### src/pkg/twug_pkg.sv
package twug_pkg;

  localparam int SFR_AW = 8;
  localparam int SFR_DW = 8;

  // Register offsets on the internal special function register bus
  localparam logic [7:0] TIMED_ACCESS_KEY_ADDR = 8'h00_C7;
  localparam logic [7:0] WATCHDOG_CONTROL_ADDR = 8'h00_D8;
  localparam logic [7:0] BROWNOUT_CONTROL_ADDR = 8'h00_A3;

  // Key values
  localparam logic [7:0] KEY_FIRST = 8'h00_AA;
  localparam logic [7:0] KEY_SECOND = 8'h00_55;

  // Reset values
  localparam logic [7:0] TIMED_ACCESS_KEY_RST = 8'h00_00;
  localparam logic [7:0] WATCHDOG_CONTROL_RST = 8'h00_00;
  localparam logic [7:0] BROWNOUT_CONTROL_RST = 8'h00_00;

  // Protected bit masks
  localparam logic [7:0] WATCHDOG_CONTROL_PMASK = 8'h00_FF;
  localparam logic [7:0] BROWNOUT_CONTROL_PMASK = 8'h00_FF;

  // Timing, in clock cycles, and counter width in bits
  localparam int ARM_CYCLES = 3;
  localparam int WINDOW_CYCLES = 4;
  localparam int CNT_W = 3;

  typedef enum logic [1:0] {
    TWUG_IDLE = 2'b00,
    TWUG_ARMED = 2'b01,
    TWUG_OPEN = 2'b10
  } twug_state_e;

  typedef struct packed {
    logic wr;
    logic rd;
    logic [7:0] addr;
    logic [7:0] wdata;
  } twug_req_s;

  typedef struct packed {
    logic [7:0] watchdog_control;
    logic [7:0] brownout_control;
  } twug_ctrl_s;

endpackage : twug_pkg

### src/verilog/twug_prot_reg.sv
`timescale 1ns/1ps
`default_nettype none

module twug_prot_reg #(
  parameter logic [7:0] RST = 8'h00_00,
  parameter logic [7:0] PMASK = 8'h00_FF
) (
  input wire logic clock,
  input wire logic rst,
  input wire logic wr_sel,
  input wire logic window_open,
  input wire logic [7:0] wdata,
  output logic [7:0] q
);

  logic [7:0] q_r;
  logic [7:0] q_nxt;

  // Protected bits change only while the window is open; others always
  always_comb begin
    q_nxt = q_r;
    if (wr_sel) begin
      if (window_open) begin
        q_nxt = wdata;
      end else begin
        q_nxt = (q_r & PMASK) | (wdata & ~PMASK);
      end
    end
  end

  always_ff @(posedge clock) begin
    if (rst) begin
      q_r <= RST;
    end else begin
      q_r <= q_nxt;
    end
  end

  assign q = q_r;

endmodule : twug_prot_reg

`default_nettype wire

### src/verilog/twug_guard.sv
`timescale 1ns/1ps
`default_nettype none

module twug_guard (
  input wire logic clock,
  input wire logic rst,
  input wire twug_pkg::twug_req_s req,
  output logic [7:0] rdata,
  output logic rvalid,
  output logic window_open,
  output twug_pkg::twug_ctrl_s ctrl
);

  twug_pkg::twug_state_e state_r;
  twug_pkg::twug_state_e state_nxt;
  logic [twug_pkg::CNT_W-1:0] cnt_r;
  logic [twug_pkg::CNT_W-1:0] cnt_nxt;
  logic [7:0] key_r;
  logic [7:0] key_nxt;
  logic [7:0] rdata_r;
  logic [7:0] rdata_nxt;
  logic rvalid_r;
  logic rvalid_nxt;
  logic key_wr;
  logic open_now;
  logic wd_sel;
  logic bo_sel;
  logic [7:0] wd_q;
  logic [7:0] bo_q;

  assign key_wr = req.wr && (req.addr == twug_pkg::TIMED_ACCESS_KEY_ADDR);
  assign wd_sel = req.wr && (req.addr == twug_pkg::WATCHDOG_CONTROL_ADDR);
  assign bo_sel = req.wr && (req.addr == twug_pkg::BROWNOUT_CONTROL_ADDR);
  // A write is accepted only in a cycle where the window is active
  assign open_now = (state_r == twug_pkg::TWUG_OPEN);

  // Unlock sequencer
  always_comb begin
    state_nxt = state_r;
    cnt_nxt = cnt_r;
    key_nxt = key_r;
    if (key_wr) begin
      key_nxt = req.wdata;
    end
    unique case (state_r)
      twug_pkg::TWUG_IDLE: begin
        if (key_wr && req.wdata == twug_pkg::KEY_FIRST) begin
          state_nxt = twug_pkg::TWUG_ARMED;
          cnt_nxt = twug_pkg::CNT_W'(twug_pkg::ARM_CYCLES);
        end
      end
      twug_pkg::TWUG_ARMED: begin
        if (key_wr && req.wdata == twug_pkg::KEY_SECOND) begin
          state_nxt = twug_pkg::TWUG_OPEN;
          cnt_nxt = twug_pkg::CNT_W'(twug_pkg::WINDOW_CYCLES);
        end else if (key_wr && req.wdata == twug_pkg::KEY_FIRST) begin
          cnt_nxt = twug_pkg::CNT_W'(twug_pkg::ARM_CYCLES);
        end else if (key_wr) begin
          state_nxt = twug_pkg::TWUG_IDLE;
          cnt_nxt = '0;
        end else if (cnt_r <= twug_pkg::CNT_W'(1)) begin
          state_nxt = twug_pkg::TWUG_IDLE;
          cnt_nxt = '0;
        end else begin
          cnt_nxt = cnt_r - twug_pkg::CNT_W'(1);
        end
      end
      twug_pkg::TWUG_OPEN: begin
        if (cnt_r <= twug_pkg::CNT_W'(1)) begin
          state_nxt = twug_pkg::TWUG_IDLE;
          cnt_nxt = '0;
        end else begin
          cnt_nxt = cnt_r - twug_pkg::CNT_W'(1);
        end
        if (key_wr && req.wdata == twug_pkg::KEY_FIRST) begin
          state_nxt = twug_pkg::TWUG_ARMED;
          cnt_nxt = twug_pkg::CNT_W'(twug_pkg::ARM_CYCLES);
        end
      end
      default: begin
        state_nxt = twug_pkg::TWUG_IDLE;
        cnt_nxt = '0;
      end
    endcase
  end

  always_ff @(posedge clock) begin
    if (rst) begin
      state_r <= twug_pkg::TWUG_IDLE;
      cnt_r <= '0;
      key_r <= twug_pkg::TIMED_ACCESS_KEY_RST;
    end else begin
      state_r <= state_nxt;
      cnt_r <= cnt_nxt;
      key_r <= key_nxt;
    end
  end

  twug_prot_reg #(
    .RST(twug_pkg::WATCHDOG_CONTROL_RST),
    .PMASK(twug_pkg::WATCHDOG_CONTROL_PMASK)
  ) u_watchdog_control (
    .clock(clock),
    .rst(rst),
    .wr_sel(wd_sel),
    .window_open(open_now),
    .wdata(req.wdata),
    .q(wd_q)
  );

  twug_prot_reg #(
    .RST(twug_pkg::BROWNOUT_CONTROL_RST),
    .PMASK(twug_pkg::BROWNOUT_CONTROL_PMASK)
  ) u_brownout_control (
    .clock(clock),
    .rst(rst),
    .wr_sel(bo_sel),
    .window_open(open_now),
    .wdata(req.wdata),
    .q(bo_q)
  );

  // Read path: protected registers readable any time, key reads as zero
  always_comb begin
    rdata_nxt = 8'h00_00;
    rvalid_nxt = req.rd;
    if (req.rd) begin
      unique case (req.addr)
        twug_pkg::WATCHDOG_CONTROL_ADDR: rdata_nxt = wd_q;
        twug_pkg::BROWNOUT_CONTROL_ADDR: rdata_nxt = bo_q;
        default: rdata_nxt = 8'h00_00;
      endcase
    end
  end

  always_ff @(posedge clock) begin
    if (rst) begin
      rdata_r <= 8'h00_00;
      rvalid_r <= 1'b0;
    end else begin
      rdata_r <= rdata_nxt;
      rvalid_r <= rvalid_nxt;
    end
  end

  assign rdata = rdata_r;
  assign rvalid = rvalid_r;
  assign window_open = open_now;
  assign ctrl.watchdog_control = wd_q;
  assign ctrl.brownout_control = bo_q;

endmodule : twug_guard

`default_nettype wire

### config.mk
export PLATFORM = sky130hd
export DESIGN_NAME = twug_guard
export DESIGN_NICKNAME = d
export VERILOG_FILES = /design/src/pkg/twug_pkg.sv /design/src/verilog/twug_prot_reg.sv /design/src/verilog/twug_guard.sv
export SDC_FILE = /design/constraint.sdc
export NUM_CORES = 1
export LEC_CHECK = 0
export ABC_CLOCK_PERIOD_IN_PS = 2300
export BUFFER_PORTS_ARGS = -buffer_cell sky130_fd_sc_hd__buf_2
export CAP_MARGIN = 10
export CORE_UTILIZATION = 50
export DETAILED_ROUTE_END_ITERATION = 6
export HOLD_SLACK_MARGIN = 0.15
export PLACE_DENSITY = 0.78
export SLEW_MARGIN = 10
export SYNTH_ARGS = -nofsm -noshare
export SYNTH_HDL_FRONTEND = slang
export SYNTH_SLANG_ARGS = --single-unit
### constraint.sdc
create_clock -name clock -period 2.3 [get_ports clock]
set_input_delay 0.46 -clock clock [delete_from_list [all_inputs] [get_ports clock]]
set_output_delay 0.46 -clock clock [all_outputs]
set_load 0.005 [all_outputs]
* Yosys cells after proc, flatten, opt, wreduce, memory -nomap -nowiden
Index checks and enable logic that the tools add are counted.
** Word-level totals
- Output and inout port bits :: 26
- Word-level logic and storage cells :: 43
- Register bits after elaboration :: 30
** Operators by class
- Reduce and logical (&&, ||, !) cells :: 10
- Order comparisons :: 1
- Multiplexer cells :: 15
- Add/subtract/negate cells :: 1
- Equality and inequality tests :: 9
- Bitwise gates (word level) :: 1
** Operator list (number)
- equality test 8 bit, second input constant :: 4
- 2-to-1 mux 3 bit :: 6
- case mux 8 bit (2 select lines) :: 1
- 2-to-1 mux 2 bit :: 6
- case mux 3 bit (3 select lines) :: 1
- equality test 8 x 7 -> 1 bit, second input constant :: 1
- case mux 2 bit (3 select lines) :: 1
- AND reduction 2 bit :: 3
- logical AND 1 bit :: 5
- less-or-equal comparator 3 x 1 -> 1 bit, second input constant :: 1
- != test 3 bit, second input constant :: 1
- subtractor 3 x 1 -> 3 bit, second input constant :: 1
- equality test 2 x 1 -> 1 bit, second input constant :: 1
- equality test 2 bit, second input constant :: 1
- logical NOT 2 bit :: 1
- != test 2 bit, second input constant :: 1
- OR reduction 2 bit :: 1
- inverter 1 bit :: 1

* Depth between registers and ports, before layout
- Depth after elaboration :: 6
- Depth in mapped cells :: 6

* Cells and area by module
From an unflattened synthesis, not the netlist that was laid out.
** Unflattened totals
- Cell total of the unflattened synthesis :: 161
- Area, all modules :: 1516.5 sq um
** By module, submodules not included
- twug_guard :: times used 1, area an instance 783.3 sq um, cells each 87
- twug_prot_reg :: times used 2, area an instance 366.6 sq um, cells each 37

* Least setup slack after synthesis
No wires, ideal clock.
- Path kind :: input to register
- From :: in req[12] in the netlist's numbering
- To :: reg state_r[1]
- Stages :: 4
- Setup slack :: 0.570 ns
- Arrival time :: 1.650 ns
- Path buffers :: 0
- Setup time :: 0.080 ns
- Cells stage by stage :: and4bb_2 nand4_2 or4_1 a211oi_2
** Between the ends
- Cells in the longest elaborated chain, start to end :: 6
- Elaborated cells on any way between the ends :: 12
- Those cells by class :: eq/ne: 3; mux: 5; reduce/logical: 4
** RTL lines
- from (decl) :: line twug_guard.sv:7 : input wire twug_pkg::twug_req_s req,
- equality test 8 bit (*) :: line twug_guard.sv:31 : assign key_wr = req.wr && (req.addr == twug_pkg::TIMED_ACCESS_KEY_ADDR);
- logical AND 1 bit (*) :: line twug_guard.sv:31
- 2-to-1 mux 2 bit :: line twug_guard.sv:58 : end else if (key_wr) begin
- 2-to-1 mux 2 bit :: line twug_guard.sv:56 : end else if (key_wr && req.wdata == twug_pkg::KEY_FIRST) begin
- 2-to-1 mux 2 bit :: line twug_guard.sv:53 : if (key_wr && req.wdata == twug_pkg::KEY_SECOND) begin
- case mux 2 bit (3 select lines) :: line twug_guard.sv:45 : unique case (state_r)
- to (signal assigned) :: line twug_guard.sv:89 : state_r <= twug_pkg::TWUG_IDLE;
- to (signal assigned) :: line twug_guard.sv:93 : state_r <= state_nxt;
- to (decl) :: line twug_guard.sv:14 : twug_pkg::twug_state_e state_r;
Mark *: on every way between the ends. The rest lies on a longest branch, timed or not. The select of a mux whose other input is x is not followed.
A chain may end at the register's enable or synchronous reset.

* Worst setup path in the final report
- From :: reg state_r[1]
- To :: out window_open
** Between the ends
- Cells in the longest elaborated chain, start to end :: 1
** RTL lines
- equality test 2 bit :: line twug_guard.sv:35 : assign open_now = (state_r == twug_pkg::TWUG_OPEN);
- to (decl) :: line twug_guard.sv:10 : output logic window_open,
No other way between the ends.

==> flow_summary_export.csv <==
group,metric,value,unit
floorplanning,die_h,54.28,µm
clock_network,postCtsHoldBufs,0,
layout,diodes,0,
sta,fin_skew,0.006571,ns
synthesis,yosysWarnings,0,
floorplanning,core.rowCount,18,
clock_network,cts_tree,"built",
drt,vias,1232,
status,status,"finished clean",
setup_path,cp-start-kind,"flop",
layout,layout_commonest_cell,"buf_2",
sta,period_share,72.80,%
global_routing,antenna_found_initial,0,
setup_path,crit_arrival,1.21,ns
global_routing,gr-total-overflow,0,
drt,drt-vias-per-instance,5.525,
clock_network,h-tree-depth,2,
clock_network,cts_inserted_buffers,5,
synthesis,syn-cell-area,1366,µm²
sta,max_freq,597.2,MHz
global_routing,grtUsageTotal,21.93,%
placed_design,dp_hpwl,2211,µm
placed_design,place_inst,215,
layout,drive_above_1_share,31.09,%
synthesis,postSynthCellCount,147,
layout,n_fill_cell,218,
synthesis,synth_top_cell_by_area,"dfxtp_1",
sta,tightest_slew,0.4644,ns
sta,hold_viol_final,0,
synthesis,ys_async_sr_fraction,0,%
sta,fin_ws,0.6255,ns
sta,finalCriticalPeriod,1.674,ns
global_routing,grt_pass1_vias,1008,
sta,rsz0062_at_grt,"no",
layout,nets,214,
setup_path,endpoint_kind,"primary output",
clock_network,post_cts_buffers,0,
placed_design,place_ws,0.3588,ns
sta,setup_tns,0,ns
hold_path,hold-path-cell-count,3,
layout,final_util,66.37,%
power_and_ir_drop,p_per_area,538.5,nW/µm²
sta,maxSlewViolCount,0,
power_and_ir_drop,power,0.9015,mW
floorplanning,pin_count,46,
drt,wire_per_inst,13.23,µm
placed_design,gp_congestion,0.8384,
global_routing,grt_pass1_wl,4485,µm
drt,drt_iter0_markers,22,
power_and_ir_drop,vdd_drop_max,453.8,µV
drt,drt_first_pass_iters,4,
drt,drtAntennaViolNets,0,
synthesis,synth.area.top_cells,"dfxtp_1 (44%), mux2i_1 (12%), nor2_1 (8.0%)",
global_routing,grt_max_degree,27,
sta,relSlewSlack,68.24,%
drt,drc,0,
clock_network,clockRootBuffer,"clkbuf_4",
synthesis,syn_avg_cell_area,9.295,µm²
floorplanning,die_area,2946,µm²
setup_path,crit_type,"reg -> out",
setup_path,cp_data_required_time,1.84,ns
setup_path,rr_worst_depth,3,
flow_run,drv_cap,0,
layout,stdcell_count,223,
clock_network,path_clk_slew,0.10,ns
synthesis,synth_edf_count,0,
setup_path,worstPathMaxFanout,13,
drt,wirelength,2951,µm
clock_network,cts_resized,0,
clock_network,clk_path_buf_depth,2,
floorplanning,core_area,2522,µm²
synthesis,synth_fp_nets,169,
floorplanning,start_util,54.17,%
sta,setup_viol,0,
synthesis,yosysSeqAreaShare,43.96,%
synthesis,ys_types,35,
synthesis,synth_top_cell_area_share,43.96,%
power_and_ir_drop,cellLeakagePower,0.8612,nW
clock_network,cts_sinks,30,
clock_network,clock_latency,0.33,ns
layout,syn_to_final_growth,22.53,%
layout,layout_common_cells,"buf_2 (45), dfxtp_1 (30), nor2_1 (29)",
placed_design,port_buffers,45,
synthesis,synthFlopType,"dfxtp_1",
synthesis,ys_ff_latch,30,
hold_path,hold_path_class,"in -> reg",
floorplanning,die_width,54.28,µm
[sequential cells by signal, indices dropped and copies added, names as in the netlist]
| signal | cells |
|---|---|
| rdata | 8 |
| state_r | 2 |
| u_brownout_control.q | 8 |
| cnt_r | 3 |
| u_watchdog_control.q | 8 |
| rvalid | 1 |
[per-layer routing]
| metal | wire, µm | vias to the layer above | global-route usage (%) |
|---|---|---|---|
| li1 | - | 622 | - |
| met3 | 171 | 5 | 5.556 |
| met4 | 41 | 0 | 9.402 |
| met5 | 0 | - | 0 |
| met2 | 1390 | 42 | 34.35 |
| met1 | 1347 | 563 | 28.31 |
[path summary, 6_finish.rpt]
check                             to  slack, ns                     from
max                      window_open       0.63               state_r[1]
min          u_watchdog_control.q[5]       0.40                   req[5]
max reg2reg               state_r[1]       0.76               state_r[0]
min reg2reg                 rdata[0]       0.53  u_watchdog_control.q[0]
[synth_stat cells (2+ instances only)]
master,number
mux2i_1,16
clkbuf_1,9
nand2b_1,4
and3_1,2
ha_1,2
or3_1,2
inv_1,3
nor4b_1,3
dfxtp_1,30
a211oi_1,2
nor2_1,29
o211ai_1,2
nand4_1,4
a21oi_1,2
and3b_1,2
nor2b_1,4
o21ai_0,6
a22oi_1,8
[cell families (layout without fill, tap and decap cells)]
group,count (synthesis),count (layout),share of synthesized area [%]
AND/OR/NAND/NOR,58,58,23.63
flip-flops,30,30,43.96
AO/OA/AOI/OAI,27,27,14.19
multiplexers,16,16,11.72
buffers and inverters,12,58,3.296
adder cells (fa/ha/maj),3,3,2.564
XOR/XNOR,1,1,0.6411
[area by class of cell]
type	count	area, µm²	share of cell area (%)
Multi-Input combinational cell	105	720.7	43.05
Inverter	3	11.26	0.6726
Sequential cell	30	600.6	35.87
Tap cell	30	37.54	2.242
Clock inverter	2	12.51	0.7474
Timing Repair Buffer	47	240.2	14.35
Clock buffer	6	51.30	3.064
[critical path, stage by stage, from the launching register on]
cell	delay, ns
dfxtp_1	0.55
nor2b_1	0.20
buf_2	0.13
[through the flow]
step	hold WS (ns)	instance area (µm²)
after global placement	0.4993	1610
after global routing	0.4198	1674
final	0.3975	1674
after CTS	0.3941	1674
after detailed placement	0.5096	1610
after floorplan	0.5116	1366
[power breakdown]
| group | total [mW] | internal, mW | leakage (nW) | switching [mW] |
|---|---|---|---|---|
| Clock | 0.336 | 0.147 | 0.0343 | 0.189 |
| Combinational | 0.0457 | 0.0187 | 0.585 | 0.0270 |
| Sequential | 0.520 | 0.520 | 0.242 | 0.000197 |
| Total | 0.902 | 0.685 | 0.861 | 0.216 |
No activity file was read; power rests on OpenSTA's default activity.
